[src/hw/mesf_pkg.sv]
// Purpose: Shared constants and types of the meter event status flag block.
// Assumes: APB byte address of a register is four times its index.
// Notes:   Every register index, field start bit, config reset value and settle count is named here.

`default_nettype none

package mesf_pkg;

    // APB address width; wide enough for four times the largest index.
    localparam int          ADDR_W = 18;
    localparam int          DATA_W = 32;
    localparam int          IDX_W  = 16;

    // Register indices; the byte address is the index shifted left by two.
    localparam logic [15:0] IDX_EVENT_STATUS = 16'he502;
    localparam logic [15:0] IDX_LOAD_STATUS  = 16'he503;
    localparam logic [15:0] IDX_NOLOAD_PHASE = 16'he608;
    localparam logic [15:0] IDX_PULSE_CFG    = 16'he610;
    localparam logic [15:0] IDX_POWER_SIGN   = 16'he617;
    localparam logic [15:0] IDX_HARM_CFG     = 16'he900;

    // Event status word bit positions.
    localparam int          BIT_PATH2_SUM_SIGN_FLIP = 13;
    localparam int          BIT_PULSE_OUT_ONE       = 14;
    localparam int          BIT_PULSE_OUT_TWO       = 15;
    localparam int          BIT_PULSE_OUT_THREE     = 16;
    localparam int          BIT_DSP_CYCLE_DONE      = 17;
    localparam int          BIT_PATH3_SUM_SIGN_FLIP = 18;
    localparam int          BIT_HARMONIC_READY      = 19;

    // Load and crossing status word bit positions.
    localparam int          BIT_TOTAL_NOLOAD        = 0;
    localparam int          BIT_FUND_NOLOAD         = 1;
    localparam int          BIT_APPARENT_NOLOAD     = 2;
    localparam int          BIT_VOLT_A_MISSING      = 3;
    localparam int          BIT_CURR_A_MISSING      = 6;

    // Pulse configuration fields.
    localparam int          POS_PULSE_ONE_SOURCE    = 0;
    localparam int          POS_PULSE_TWO_SOURCE    = 3;
    localparam int          POS_PULSE_THREE_SOURCE  = 6;
    localparam int          POS_PULSE_ONE_DISABLE   = 9;
    localparam int          PULSE_CFG_W             = 12;

    // Sign register fields.
    localparam int          POS_PATH2_SUM_SIGN      = 7;
    localparam int          POS_PATH3_SUM_SIGN      = 8;

    // Harmonic configuration fields.
    localparam int          POS_HARM_TIMING_SEL     = 1;
    localparam int          POS_HARM_SETTLE         = 3;
    localparam int          POS_HARM_RATE           = 5;
    localparam int          HARM_CFG_W              = 8;

    // No-load phase register fields.
    localparam int          POS_TOTAL_NOLOAD_PHASE    = 0;
    localparam int          POS_FUND_NOLOAD_PHASE     = 3;
    localparam int          POS_APPARENT_NOLOAD_PHASE = 6;

    // Reset values.
    localparam logic [31:0] STATUS_RST    = 32'h0000_0000;
    localparam logic [11:0] PULSE_CFG_RST = 12'h000;
    localparam logic [7:0]  HARM_CFG_RST  = 8'h00;

    // Settling delay, in signal-processing cycles, per settle field value.
    localparam logic [15:0] SETTLE_TICKS_0 = 16'h0100;
    localparam logic [15:0] SETTLE_TICKS_1 = 16'h0200;
    localparam logic [15:0] SETTLE_TICKS_2 = 16'h0400;
    localparam logic [15:0] SETTLE_TICKS_3 = 16'h0800;

    // Events from the metering datapath, all on the block clock.
    typedef struct packed {
        logic [2:0] pulse_raw;
        logic       path2_sum_sign;
        logic       path3_sum_sign;
        logic       dsp_cycle_done;
        logic [2:0] total_noload_phase;
        logic [2:0] fund_noload_phase;
        logic [2:0] apparent_noload_phase;
        logic [2:0] volt_crossing_missing;
        logic       curr_a_crossing_missing;
    } mesf_events_type;

    typedef struct packed {
        logic [2:0] pulse_three_source;
        logic [2:0] pulse_two_source;
        logic [2:0] pulse_one_source;
    } mesf_pulse_sel_type;

    typedef enum {
        HARM_IDLE,
        HARM_SETTLE,
        HARM_RUN
    } mesf_harm_state_type;

endpackage

`default_nettype wire

[src/hw/mesf_flag_bank.sv]
// Purpose: Bank of sticky status flags, set by events, cleared by writes.
// Assumes: Set and clear vectors are on the same clock as the bank.
// Notes:   A set in the cycle of a clear keeps the flag high.

`default_nettype none

module mesf_flag_bank #(
    parameter int W = 32
) (
    input  wire logic         clk_i,
    input  wire logic         rst_i,
    input  wire logic [W-1:0] set_i,
    input  wire logic [W-1:0] clear_i,
    output var  logic [W-1:0] flags_o
);

    genvar i;
    generate
        for (i = 0; i < W; i++) begin : g_flag
            always_ff @(posedge clk_i or posedge rst_i) begin
                if (rst_i) begin
                    flags_o[i] <= 1'b0;
                end else if (set_i[i]) begin
                    flags_o[i] <= 1'b1;
                end else if (clear_i[i]) begin
                    flags_o[i] <= 1'b0;
                end
            end
        end
    endgenerate

endmodule

`default_nettype wire

[src/hw/mesf_status_top.sv]
// Purpose: Event status flags of a polyphase meter, reached over APB.
// Assumes: Datapath events arrive on CLK_I; APB runs on CLK_I too.
// Notes:   Zero wait states; unmapped or misaligned access gives PSLVERR.
//
// How it works
// - A sign flip of the path two power sum sets bit 13, sign in bit 7.
// - Pulse output one falling sets bit 14 even if bit 9 disables it.
// - Pulse output two falling sets bit 15 even if bit 10 disables it.
// - Pulse output three falling sets bit 16 even if bit 11 disables it.
// - Fields [2:0], [5:3] and [8:6] choose the power type of each output.
// - Completion of each 8 kHz signal-processing cycle sets event bit 17.
// - A sign flip of the path three power sum sets bit 18, sign in bit 8.
// - Select clear: bit 19 sets at rate [7:5] updates after delay [4:3].
// - With bit 1 set, bit 19 sets at each update right after setup.
// - The load and crossing status word sits at index 0xe503.
// - A phase entering total no-load sets bit 0, phase at [2:0].
// - A phase entering fundamental no-load sets bit 1, phase at [5:3].
// - A phase entering apparent no-load sets bit 2, phase at [8:6].
// - A missing zero crossing on voltage A, B or C sets bit 3, 4 or 5.
// - A missing zero crossing on current A sets bit 6.

`default_nettype none

module mesf_status_top (
    input  wire logic                         CLK_I,
    input  wire logic                         SYS_RST_I,
    input  wire logic                         PSEL_I,
    input  wire logic                         PENABLE_I,
    input  wire logic                         PWRITE_I,
    input  wire logic [mesf_pkg::ADDR_W-1:0]  PADDR_I,
    input  wire logic [mesf_pkg::DATA_W-1:0]  PWDATA_I,
    output var  logic [mesf_pkg::DATA_W-1:0]  PRDATA_O,
    output var  logic                         PREADY_O,
    output var  logic                         PSLVERR_O,
    input  wire mesf_pkg::mesf_events_type    EVENTS_I,
    output var  logic [2:0]                   PULSE_O,
    output var  mesf_pkg::mesf_pulse_sel_type PULSE_SEL_O,
    output var  logic                         HARM_UPDATE_O
);

    // Bus decode.
    logic                         setup;
    logic                         access;
    logic                         wr_access;
    logic [mesf_pkg::IDX_W-1:0]   idx;
    logic                         aligned;
    logic                         hit_event;
    logic                         hit_load;
    logic                         hit_noload;
    logic                         hit_pulse;
    logic                         hit_sign;
    logic                         hit_harm;
    logic                         hit_any;
    logic                         bad_access;
    logic [mesf_pkg::DATA_W-1:0]  next_rdata;

    // Control registers.
    logic [mesf_pkg::PULSE_CFG_W-1:0] pulse_config_reg;
    logic [mesf_pkg::HARM_CFG_W-1:0]  harmonic_config_reg;
    logic                             harm_cfg_write;

    // Event detection.
    logic [2:0]                   pulse_prev;
    logic [2:0]                   pulse_fall;
    logic                         path2_sum_sign;
    logic                         path3_sum_sign;
    logic                         path2_sum_sign_flip;
    logic                         path3_sum_sign_flip;
    logic [8:0]                   noload_prev;
    logic [8:0]                   noload_now;
    logic                         total_noload_flag;
    logic                         fund_noload_flag;
    logic                         apparent_noload_flag;
    logic [mesf_pkg::DATA_W-1:0]  event_set;
    logic [mesf_pkg::DATA_W-1:0]  load_set;
    logic [mesf_pkg::DATA_W-1:0]  event_clear;
    logic [mesf_pkg::DATA_W-1:0]  load_clear;
    logic [mesf_pkg::DATA_W-1:0]  event_flags;
    logic [mesf_pkg::DATA_W-1:0]  load_flags;
    logic [mesf_pkg::DATA_W-1:0]  power_sign_reg;
    logic [mesf_pkg::DATA_W-1:0]  noload_phase_reg;

    // Harmonic update timing.
    mesf_pkg::mesf_harm_state_type harm_state;
    logic [15:0]                   settle_cnt;
    logic [15:0]                   settle_target;
    logic [7:0]                    rate_cnt;
    logic [7:0]                    rate_period;
    logic                          harm_timing_sel;
    logic [1:0]                    harmonic_settle_delay;
    logic [2:0]                    harmonic_update_rate;
    logic                          harm_update;

    // ---------------------------------------------------------------
    // APB slave. Read data is captured in the setup cycle so that it
    // comes from a flip-flop while the access still needs no wait.
    // ---------------------------------------------------------------
    assign setup     = PSEL_I & ~PENABLE_I;
    assign access    = PSEL_I & PENABLE_I;
    assign idx       = PADDR_I[mesf_pkg::ADDR_W-1:2];
    assign aligned   = (PADDR_I[1:0] == 2'h0);
    assign hit_event = aligned & (idx == mesf_pkg::IDX_EVENT_STATUS);
    assign hit_load  = aligned & (idx == mesf_pkg::IDX_LOAD_STATUS);
    assign hit_noload = aligned & (idx == mesf_pkg::IDX_NOLOAD_PHASE);
    assign hit_pulse = aligned & (idx == mesf_pkg::IDX_PULSE_CFG);
    assign hit_sign  = aligned & (idx == mesf_pkg::IDX_POWER_SIGN);
    assign hit_harm  = aligned & (idx == mesf_pkg::IDX_HARM_CFG);
    assign hit_any   = hit_event | hit_load | hit_noload | hit_pulse
                     | hit_sign | hit_harm;
    assign wr_access = access & PWRITE_I & hit_any;
    assign PREADY_O  = 1'b1;

    always_comb begin
        next_rdata = '0;
        if (hit_event) begin
            next_rdata = event_flags;
        end else if (hit_load) begin
            next_rdata = load_flags;
        end else if (hit_noload) begin
            next_rdata = noload_phase_reg;
        end else if (hit_pulse) begin
            next_rdata[mesf_pkg::PULSE_CFG_W-1:0] = pulse_config_reg;
        end else if (hit_sign) begin
            next_rdata = power_sign_reg;
        end else if (hit_harm) begin
            next_rdata[mesf_pkg::HARM_CFG_W-1:0] = harmonic_config_reg;
        end
    end

    always_ff @(posedge CLK_I or posedge SYS_RST_I) begin
        if (SYS_RST_I) begin
            PRDATA_O   <= '0;
            bad_access <= 1'b0;
        end else if (setup) begin
            PRDATA_O   <= PWRITE_I ? '0 : next_rdata;
            bad_access <= ~hit_any;
        end
    end

    assign PSLVERR_O = access & bad_access;

    // ---------------------------------------------------------------
    // Configuration registers.
    // ---------------------------------------------------------------
    always_ff @(posedge CLK_I or posedge SYS_RST_I) begin
        if (SYS_RST_I) begin
            pulse_config_reg <= mesf_pkg::PULSE_CFG_RST;
        end else if (wr_access & hit_pulse) begin
            pulse_config_reg <= PWDATA_I[mesf_pkg::PULSE_CFG_W-1:0];
        end
    end

    // Bit 0 and bit 2 have no function and stay zero.
    assign harm_cfg_write = wr_access & hit_harm;

    always_ff @(posedge CLK_I or posedge SYS_RST_I) begin
        if (SYS_RST_I) begin
            harmonic_config_reg <= mesf_pkg::HARM_CFG_RST;
        end else if (harm_cfg_write) begin
            harmonic_config_reg <= PWDATA_I[mesf_pkg::HARM_CFG_W-1:0]
                                 & 8'hfa;
        end
    end

    assign PULSE_SEL_O.pulse_one_source   =
        pulse_config_reg[mesf_pkg::POS_PULSE_ONE_SOURCE +: 3];
    assign PULSE_SEL_O.pulse_two_source   =
        pulse_config_reg[mesf_pkg::POS_PULSE_TWO_SOURCE +: 3];
    assign PULSE_SEL_O.pulse_three_source =
        pulse_config_reg[mesf_pkg::POS_PULSE_THREE_SOURCE +: 3];

    // ---------------------------------------------------------------
    // Pulse outputs. A disabled output idles high, but the edge detect
    // looks at the undisabled pulse, so the flag still reports it.
    // ---------------------------------------------------------------
    always_ff @(posedge CLK_I or posedge SYS_RST_I) begin
        if (SYS_RST_I) begin
            pulse_prev <= 3'h7;
            PULSE_O    <= 3'h7;
        end else begin
            pulse_prev <= EVENTS_I.pulse_raw;
            PULSE_O    <= EVENTS_I.pulse_raw |
                pulse_config_reg[mesf_pkg::POS_PULSE_ONE_DISABLE +: 3];
        end
    end

    assign pulse_fall = pulse_prev & ~EVENTS_I.pulse_raw;

    // ---------------------------------------------------------------
    // Sign of the summed powers of paths two and three.
    // ---------------------------------------------------------------
    always_ff @(posedge CLK_I or posedge SYS_RST_I) begin
        if (SYS_RST_I) begin
            path2_sum_sign <= 1'b0;
            path3_sum_sign <= 1'b0;
        end else begin
            path2_sum_sign <= EVENTS_I.path2_sum_sign;
            path3_sum_sign <= EVENTS_I.path3_sum_sign;
        end
    end

    assign path2_sum_sign_flip = path2_sum_sign ^ EVENTS_I.path2_sum_sign;
    assign path3_sum_sign_flip = path3_sum_sign ^ EVENTS_I.path3_sum_sign;

    always_comb begin
        power_sign_reg = '0;
        power_sign_reg[mesf_pkg::POS_PATH2_SUM_SIGN] = path2_sum_sign;
        power_sign_reg[mesf_pkg::POS_PATH3_SUM_SIGN] = path3_sum_sign;
    end

    // ---------------------------------------------------------------
    // No-load entry: only a phase newly entering no-load raises a flag.
    // ---------------------------------------------------------------
    assign noload_now = {EVENTS_I.apparent_noload_phase,
                         EVENTS_I.fund_noload_phase,
                         EVENTS_I.total_noload_phase};

    always_ff @(posedge CLK_I or posedge SYS_RST_I) begin
        if (SYS_RST_I) begin
            noload_prev <= 9'h000;
        end else begin
            noload_prev <= noload_now;
        end
    end

    assign total_noload_flag    = |(noload_now[2:0] & ~noload_prev[2:0]);
    assign fund_noload_flag     = |(noload_now[5:3] & ~noload_prev[5:3]);
    assign apparent_noload_flag = |(noload_now[8:6] & ~noload_prev[8:6]);

    always_comb begin
        noload_phase_reg = '0;
        noload_phase_reg[mesf_pkg::POS_TOTAL_NOLOAD_PHASE +: 3] =
            noload_prev[2:0];
        noload_phase_reg[mesf_pkg::POS_FUND_NOLOAD_PHASE +: 3] =
            noload_prev[5:3];
        noload_phase_reg[mesf_pkg::POS_APPARENT_NOLOAD_PHASE +: 3] =
            noload_prev[8:6];
    end

    // ---------------------------------------------------------------
    // Harmonic update timing. A write of the harmonic configuration is
    // the block setup and restarts the schedule. Delays count finished
    // signal-processing cycles, not clock cycles.
    // ---------------------------------------------------------------
    assign harm_timing_sel       =
        harmonic_config_reg[mesf_pkg::POS_HARM_TIMING_SEL];
    assign harmonic_settle_delay =
        harmonic_config_reg[mesf_pkg::POS_HARM_SETTLE +: 2];
    assign harmonic_update_rate  =
        harmonic_config_reg[mesf_pkg::POS_HARM_RATE +: 3];
    assign rate_period           = 8'h01 << harmonic_update_rate;

    always_comb begin
        case (harmonic_settle_delay)
            2'h0:    settle_target = mesf_pkg::SETTLE_TICKS_0;
            2'h1:    settle_target = mesf_pkg::SETTLE_TICKS_1;
            2'h2:    settle_target = mesf_pkg::SETTLE_TICKS_2;
            default: settle_target = mesf_pkg::SETTLE_TICKS_3;
        endcase
    end

    always_ff @(posedge CLK_I or posedge SYS_RST_I) begin
        if (SYS_RST_I) begin
            harm_state <= mesf_pkg::HARM_IDLE;
            settle_cnt <= 16'h0000;
        end else if (harm_cfg_write) begin
            settle_cnt <= 16'h0000;
            if (PWDATA_I[mesf_pkg::POS_HARM_TIMING_SEL]) begin
                harm_state <= mesf_pkg::HARM_RUN;
            end else begin
                harm_state <= mesf_pkg::HARM_SETTLE;
            end
        end else begin
            case (harm_state)
                mesf_pkg::HARM_SETTLE: begin
                    if (EVENTS_I.dsp_cycle_done) begin
                        if (settle_cnt == settle_target - 16'h0001) begin
                            harm_state <= mesf_pkg::HARM_RUN;
                        end
                        settle_cnt <= settle_cnt + 16'h0001;
                    end
                end
                mesf_pkg::HARM_RUN: begin
                    harm_state <= mesf_pkg::HARM_RUN;
                end
                default: begin
                    harm_state <= mesf_pkg::HARM_IDLE;
                end
            endcase
        end
    end

    assign harm_update = (harm_state == mesf_pkg::HARM_RUN)
                       & EVENTS_I.dsp_cycle_done
                       & (rate_cnt == rate_period - 8'h01);

    always_ff @(posedge CLK_I or posedge SYS_RST_I) begin
        if (SYS_RST_I) begin
            rate_cnt <= 8'h00;
        end else if (harm_cfg_write || harm_update) begin
            rate_cnt <= 8'h00;
        end else if ((harm_state == mesf_pkg::HARM_RUN)
                     && EVENTS_I.dsp_cycle_done) begin
            rate_cnt <= rate_cnt + 8'h01;
        end
    end

    always_ff @(posedge CLK_I or posedge SYS_RST_I) begin
        if (SYS_RST_I) begin
            HARM_UPDATE_O <= 1'b0;
        end else begin
            HARM_UPDATE_O <= harm_update;
        end
    end

    // ---------------------------------------------------------------
    // Event vectors into the sticky flag banks.
    // ---------------------------------------------------------------
    always_comb begin
        event_set = '0;
        event_set[mesf_pkg::BIT_PATH2_SUM_SIGN_FLIP] =
            path2_sum_sign_flip;
        event_set[mesf_pkg::BIT_PULSE_OUT_ONE]   = pulse_fall[0];
        event_set[mesf_pkg::BIT_PULSE_OUT_TWO]   = pulse_fall[1];
        event_set[mesf_pkg::BIT_PULSE_OUT_THREE] = pulse_fall[2];
        event_set[mesf_pkg::BIT_DSP_CYCLE_DONE]  =
            EVENTS_I.dsp_cycle_done;
        event_set[mesf_pkg::BIT_PATH3_SUM_SIGN_FLIP] =
            path3_sum_sign_flip;
        event_set[mesf_pkg::BIT_HARMONIC_READY]  = harm_update;
    end

    always_comb begin
        load_set = '0;
        load_set[mesf_pkg::BIT_TOTAL_NOLOAD] = total_noload_flag;
        load_set[mesf_pkg::BIT_FUND_NOLOAD] = fund_noload_flag;
        load_set[mesf_pkg::BIT_APPARENT_NOLOAD] =
            apparent_noload_flag;
        load_set[mesf_pkg::BIT_VOLT_A_MISSING +: 3] =
            EVENTS_I.volt_crossing_missing;
        load_set[mesf_pkg::BIT_CURR_A_MISSING] =
            EVENTS_I.curr_a_crossing_missing;
    end

    assign event_clear = (wr_access & hit_event) ? PWDATA_I : '0;
    assign load_clear  = (wr_access & hit_load)  ? PWDATA_I : '0;

    mesf_flag_bank #(
        .W       (mesf_pkg::DATA_W)
    ) u_event_flags (
        .clk_i   (CLK_I),
        .rst_i   (SYS_RST_I),
        .set_i   (event_set),
        .clear_i (event_clear),
        .flags_o (event_flags)
    );

    mesf_flag_bank #(
        .W       (mesf_pkg::DATA_W)
    ) u_load_flags (
        .clk_i   (CLK_I),
        .rst_i   (SYS_RST_I),
        .set_i   (load_set),
        .clear_i (load_clear),
        .flags_o (load_flags)
    );

endmodule

`default_nettype wire

[config.mk]
export PLATFORM = sky130hd
export DESIGN_NAME = mesf_status_top
export DESIGN_NICKNAME = d
export VERILOG_FILES = /design/src/hw/mesf_pkg.sv /design/src/hw/mesf_flag_bank.sv /design/src/hw/mesf_status_top.sv
export SDC_FILE = /design/constraint.sdc
export NUM_CORES = 1
export LEC_CHECK = 0
export ABC_AREA = 1
export BUFFER_PORTS_ARGS = -buffer_cell sky130_fd_sc_hd__buf_2
export CAP_MARGIN = 10
export CORE_MARGIN = 4
export CORE_UTILIZATION = 30
export DETAILED_ROUTE_END_ITERATION = 10
export PLACE_DENSITY = 0.53
export SYNTH_ARGS = -nofsm -noshare
export SYNTH_HDL_FRONTEND = slang
export SYNTH_HIERARCHICAL = 1
export SYNTH_SLANG_ARGS = --single-unit
[constraint.sdc]
create_clock -name CLK_I -period 2.6 [get_ports CLK_I]
set_input_delay 0.13 -clock CLK_I [delete_from_list [all_inputs] [get_ports CLK_I]]
set_output_delay 0.13 -clock CLK_I [all_outputs]
set_load 0.01 [all_outputs]
==> results of run 1 <==
[how the worst max path moves through the flow]
| stage | depth (start not counted) | end | from |
|---|---|---|---|
| 2_1_floorplan | 1 | HARM_UPDATE_O | SYS_RST_I |
| 3_3_place_gp | 13 | u_event_flags/flags_o[3] | PADDR_I[14] |
| 3_5_place_dp | 13 | u_event_flags/flags_o[1] | PADDR_I[14] |
| 4_1_cts | 10 | rate_cnt[1] | harmonic_config_reg[7] |
| 5_1_grt | 12 | rate_cnt[0] | harmonic_config_reg[7] |
| 6_report | 10 | rate_cnt[1] | harmonic_config_reg[7] |
[cells in the mapped netlist (all sizes together)]
cell type  instances  area [sq um]
nand2            415          1568
nor3               8         51.30
a21oi              4         20.02
o221ai             3         26.28
or2                7         43.79
nand4             19         118.9
and3               1         6.260
nor2             133         546.8
conb               2         7.510
xor2              19         166.4
dfstp              6         157.7
dfrtp            153          3829
ha                 5         62.56
inv              258         968.4
nor3b              1         7.510
o21ai             45         225.2
o22ai              1         6.260
nand3             73         417.9
buf               22         175.2
clkbuf            15         56.30
and2               1         6.260
clkinv             1         3.750
xnor2              2         17.52
nand3b             4         30.03
[logic make-up after synthesis]
logic type	count (synthesis)	share of synthesized area
AO/OA/AOI/OAI	53	0.03261
XOR/XNOR	21	0.02159
adder cells (fa/ha/maj)	5	0.007344
buffers and inverters	296	0.1413
flip-flops	159	0.4680
other	2	0.0008816
AND/OR/NAND/NOR	662	0.3283
[final cells by class]
| cell class | count | area (sq um) | area share |
|---|---|---|---|
| clock buffers | 17 | 425.4 | 0.04064 |
| clock inverters | 15 | 167.7 | 0.01602 |
| inverters | 259 | 974.7 | 0.09312 |
| multi-input cells | 792 | 3515 | 0.3358 |
| flip-flops and latches | 159 | 3986 | 0.3808 |
| well taps | 378 | 473.0 | 0.04518 |
| repair buffers | 154 | 925.9 | 0.08845 |
[per-stage QoR]
stage / setup WS [ps] / util
floorplan: 2.911 / -
global placement: 385.2 / 0.3456
detailed placement: 361.2 / 0.3456
CTS: 490.4 / 0.3747
global route: 281.4 / 0.3747
finish: 514.8 / 0.3747
[power groups by stage]
stage	Clock, uW	Combinational (uW)	Sequential, uW
3_3_place_gp	0	285	2550
6_report	2510	305	2500
5_1_grt	2690	353	2500
3_5_place_dp	0	287	2550
2_1_floorplan	0	144	2550
4_1_cts	2580	313	2500
[critical path: stages (launching register included)]
cell and delay [ps]:
dfrtp_1 520, inv_1 170, nand3_1 130, ha_1 330
xnor2_1 130, nor2_1 100, nand3_1 70, nor2_1 110
nand3_1 100, nand2_1 230, nor2_1 70
[metal layers]
| layer | track usage | wire (microns) |
|---|---|---|
| met3 | 0.02505 | 809 |
| met1 | 0.2118 | 11080 |
| met4 | 0.05029 | 410 |
| met5 | 0 | 0 |
| met2 | 0.2551 | 10660 |
[timing repair]
| item | 4_1_cts | 5_1_grt |
|---|---|---|
| hold endpoints to repair | 77 | 0 |
| gates resized for setup | 0 | 0 |
| hold buffers | 22 | 0 |
==> metrics.cfg, run 1 <==
[status]
status=complete, no violations

[global_route]
grt_max_degree=71
overflow=0
grt_pass1_wl_microns=38190
antenna_found_initial=0
track_usage=0.1558
first_global_vias=7297

[synthesis]
synth_cell_types=34
syn_area_sq_um=8518
yosys_warnings=6
syn_inst=1198
synth_seq_cells=159
syn-mean-instance-area_sq_um=7.110
ys_seq_area_frac=0.4680

[place]
dp_hpwl_microns=16790
dp_cells=1720
place_congestion=0.8608
placed_area_sq_um=9654
port_buffers=119

[power]
sw_frac_of_total=0.2680
p_per_area_nw_per_um2=507.9
total_power_uw=5317
p_clk_frac=0.473
p_comb_frac=0.057
leakagePower_uw=0.005704
p_sw_uw=1425
ir_worst_vdd_mv=0.4321
p_seq_frac=0.470
internal_power_uw=3892

[timing]
period_share=0.8020
fmax_mhz=479.6
final.setup.tns_ps=0
max_slew.worst_pin.slew_ps=710.1
fin_skew_ps=9.000
min_period_ps=2085
hold_viol_final=0
rsz0062_at_grt=no
slew_headroom=0.5261
final_max_slew_viol_count=0
setup_viol=0
fin_hold_ws_ps=20.72

[critical_path]
r2r-start=harmonic_config_reg[7]
cp.arrival_ps=2380
worstReg2RegEnd=rate_cnt[1]
crit_path_start_kind=register
r2r_setup_slack_ps=510
ff2ff_path_depth=10
cp_max_fo=10
path_class=register to register
cp-end-kind=register
required_ps=2900

[min_path]
hold_class=primary input to register
min_path_cells=3
holdPathEnd=pulse_config_reg[8]
min-delay-start=PWDATA_I[8]

[clock_network]
cts.sinks=159
clk_pin_slew_ps=80
postCtsSetupBuffers=0
insertion_delay_ps=430
cts_tree=yes
cts_made_buffers=17
cts-root-buf=clkbuf_16
cts.path.max_buffers=2
htreeDepth=4

[finish]
drive_gt1_frac=0.1411
syn2layout_area_growth_pct=22.88
nFillCells=3039
final_nets=1462
finalNonFillerCells=1774
n_antenna_cell=0
reg.largest.list=PRDATA_O x32, u_event_flags/flags_o x32, u_load_flags/flags_o x32
stdcell_area_sq_um=10470
final_cell_mix=413 x nand2_1, 257 x inv_1, 153 x dfrtp_1
final_common_cell=nand2_1

[die]
dieArea_sq_um=31150
core_region_area_sq_um=27930
ios=121
die_y_microns=176.5
fp-row-count=61
start_util=0.3049
fp.dieW_microns=176.5

[job]
drv_cap=0

[detailed_routing]
num_vias=7346
totalWireLength_microns=22960
drt_iter0_markers=435
wl_per_cell_microns=12.94
dr.pass1.iters=5
remaining_drc_errors=0
vias_per_cell=4.141
antenna_left=0

(Power assumes the default switching activity.)
==> run 2: changes to the inputs <==
- clock period: 2.6 -> 1.7 ns (I/O delays scaled with it)
==> run 2 against run 1 <==
Compared with the run above:
- die area is the same
- first-iteration DRC count shrank 1.4%
- sequential share of layout area shrank 1.7 points
- register-to-register slack lost 500 ps
- cell count grew 2.7%
- non-clock buffer count grew 48
- hold slack lost 1.6 ps
- largest cell class unchanged
==> metrics.cfg, run 2 (synthesis gave the netlist of run 1 again) <==
[timing]
final_max_slew_viol_count=0  ; unchanged
rsz0062_at_grt=yes  ; was no
max_slew.worst_pin.slew_ps=731.2  ; was 710.1 ps
fmax_mhz=592.5  ; was 479.6 MHz
fin_hold_ws_ps=19.14  ; was 20.72 ps
setup_viol=0  ; unchanged
period_share=0.9928  ; was 0.8020
setup_ws_ps=12.18  ; was 514.8 ps
slew_headroom=0.5095  ; was 0.5261
min_period_ps=1688  ; was 2085 ps
hold_viol_final=0  ; unchanged
fin_skew_ps=12.60  ; was 9.000 ps

[die]
core_region_area_sq_um=27930  ; unchanged
start_util=0.3049  ; unchanged
fp.dieW_microns=176.5  ; unchanged
ios=121  ; unchanged
die_y_microns=176.5  ; unchanged
dieArea_sq_um=31150  ; unchanged
fp-row-count=61  ; unchanged

[clock_network]
cts.sinks=159  ; unchanged
postCtsSetupBuffers=0  ; unchanged
cts_made_buffers=17  ; unchanged
cts_tree=yes  ; unchanged
htreeDepth=4  ; unchanged
cts.path.max_buffers=2  ; unchanged
clk_pin_slew_ps=70  ; was 80 ps
insertion_delay_ps=430  ; about the same
cts-root-buf=clkbuf_16  ; unchanged

[finish]
nFillCells=3022  ; was 3039
regArea_sq_um=3986  ; unchanged
final_nets=1510  ; was 1462
syn2layout_area_growth_pct=28.54  ; was 22.88%
final_cell_mix=412 x nand2_1, 252 x inv_1, 153 x dfrtp_1  ; was 413 x nand2_1, 257 x inv_1, 153 x dfrtp_1
n_antenna_cell=0  ; unchanged
multiInputGateArea_sq_um=3575  ; was 3515 sq um
drive_gt1_frac=0.1717  ; was 0.1411
final_util=0.3920  ; was 0.3747
reg.largest.list=PRDATA_O x32, u_event_flags/flags_o x32, u_load_flags/flags_o x32  ; unchanged
finalNonFillerCells=1822  ; was 1774
final_common_cell=nand2_1  ; unchanged

[place]
dp_cells=1762  ; was 1720
port_buffers=119  ; unchanged
place_congestion=0.8461  ; was 0.8608
dp_hpwl_microns=17720  ; was 16790 microns
dp_slack_ps=-47.92  ; was 361.2 ps

[detailed_routing]
dr.pass1.iters=4  ; was 5
num_vias=7517  ; was 7346
vias_per_cell=4.126  ; was 4.141
antenna_left=0  ; unchanged
wl_per_cell_microns=13.05  ; was 12.94 microns
remaining_drc_errors=0  ; unchanged
drt_iter0_markers=429  ; was 435
totalWireLength_microns=23770  ; was 22960 microns

[min_path]
min-delay-start=PWDATA_I[27]  ; was PWDATA_I[8]
hold_class=primary input to register  ; unchanged

[critical_path]
cp_max_fo=8  ; was 10
path_class=register to register  ; unchanged
critPathLaunch=harmonic_config_reg[7]  ; unchanged
slowest_stage=dfrtp_1  ; unchanged
max_stage_delay_ps=390  ; was 520 ps
required_ps=2010  ; was 2900 ps
path_buf_inv=1  ; unchanged
cp-end-kind=register  ; unchanged
critical_path.top_delay_family=simple AND/OR/NAND/NOR gates  ; unchanged
crit_path_start_kind=register  ; unchanged
crit_top_cell=nor2_1
r2r-start=harmonic_config_reg[7]  ; unchanged
crit_chain=inv_2, nand3_2, ha_4, xnor2_2, nor2_1, nand3_1, nor2_1, nand3_2, nand2_4, nor2_1  ; was inv_1, nand3_1, ha_1, xnor2_1, nor2_1, nand3_1, nor2_1, nand3_1, nand2_1, nor2_1
cp.arrival_ps=1990  ; was 2380 ps

[global_route]
grt_max_degree=35  ; was 71
overflow=0  ; unchanged
first_global_vias=7333  ; was 7297
grt_pass1_wl_microns=38620  ; was 38190 microns
antenna_found_initial=1  ; was 0
track_usage=0.1580  ; was 0.1558

[job]
drv_cap=0  ; unchanged

[power]
ir_worst_vdd_mv=0.6593  ; was 0.4321 mV
leakagePower_uw=0.005951  ; was 0.005704 uW
p_per_area_nw_per_um2=726.3  ; was 507.9 nW/um^2

[status]
status=complete, no violations  ; unchanged

-- run 2: layer usage --
layer  share of wire  vias up  global-route usage
met5         0.00084        -                   0
met4          0.0089        2             0.03353
met3           0.038       14             0.03148
met2            0.47      109              0.2587
met1            0.49     3451              0.2184
li1                -     3941                   -
-- run 2: final cells by class --
type	instances	share of cell area
Clock inverter	13	0.009827
Timing Repair Buffer	202	0.1268
Clock buffer	19	0.04045
Inverter	259	0.08913
Tap cell	378	0.04319
Multi-Input combinational cell	792	0.3265
Sequential cell	159	0.3641
-- run 2: repair_timing --
action,CTS,global route
endpoints found under the hold margin,159,0
endpoints found under the setup margin,8,9
hold buffers,28,0
resized for setup,5,4
pin swaps,4,8
-- run 2: worst min-delay path: cells and delay by family --
kind,cells,cell delay (ps)
buf+inv,3,200
simple gates,3,130
-- run 2: worst paths after layout --
check | endpoint | depth (start not counted) | slack (ps)
max | rate_cnt[7] | 10 | 10
min | u_load_flags/flags_o[27] | 6 | 20
max reg2reg | rate_cnt[7] | 10 | 10
min reg2reg | u_event_flags/flags_o[2] | 2 | 470
max in group asynchronous | u_load_flags/flags_o[20] | 4 | 930
min in group asynchronous | u_event_flags/flags_o[29] | 3 | 220
-- run 2: per-stage QoR --
stage | instance area [sq um] | TNS [ps] | total power, uW
after floorplan | 8716 | 0 | 4114
after global placement | 10070 | -125.6 | 4362
after detailed placement | 10070 | -609.7 | 4364
after CTS | 10930 | 0 | 8075
after global routing | 10950 | -591.7 | 8263
final | 10950 | 0 | 7953
-- run 2: power breakdown --
part           internal [uW]  switching [uW]  leakage [uW]
Combinational            191             315       0.00391
Clock                   1940            1690      0.000258
Sequential              3810            14.2       0.00178
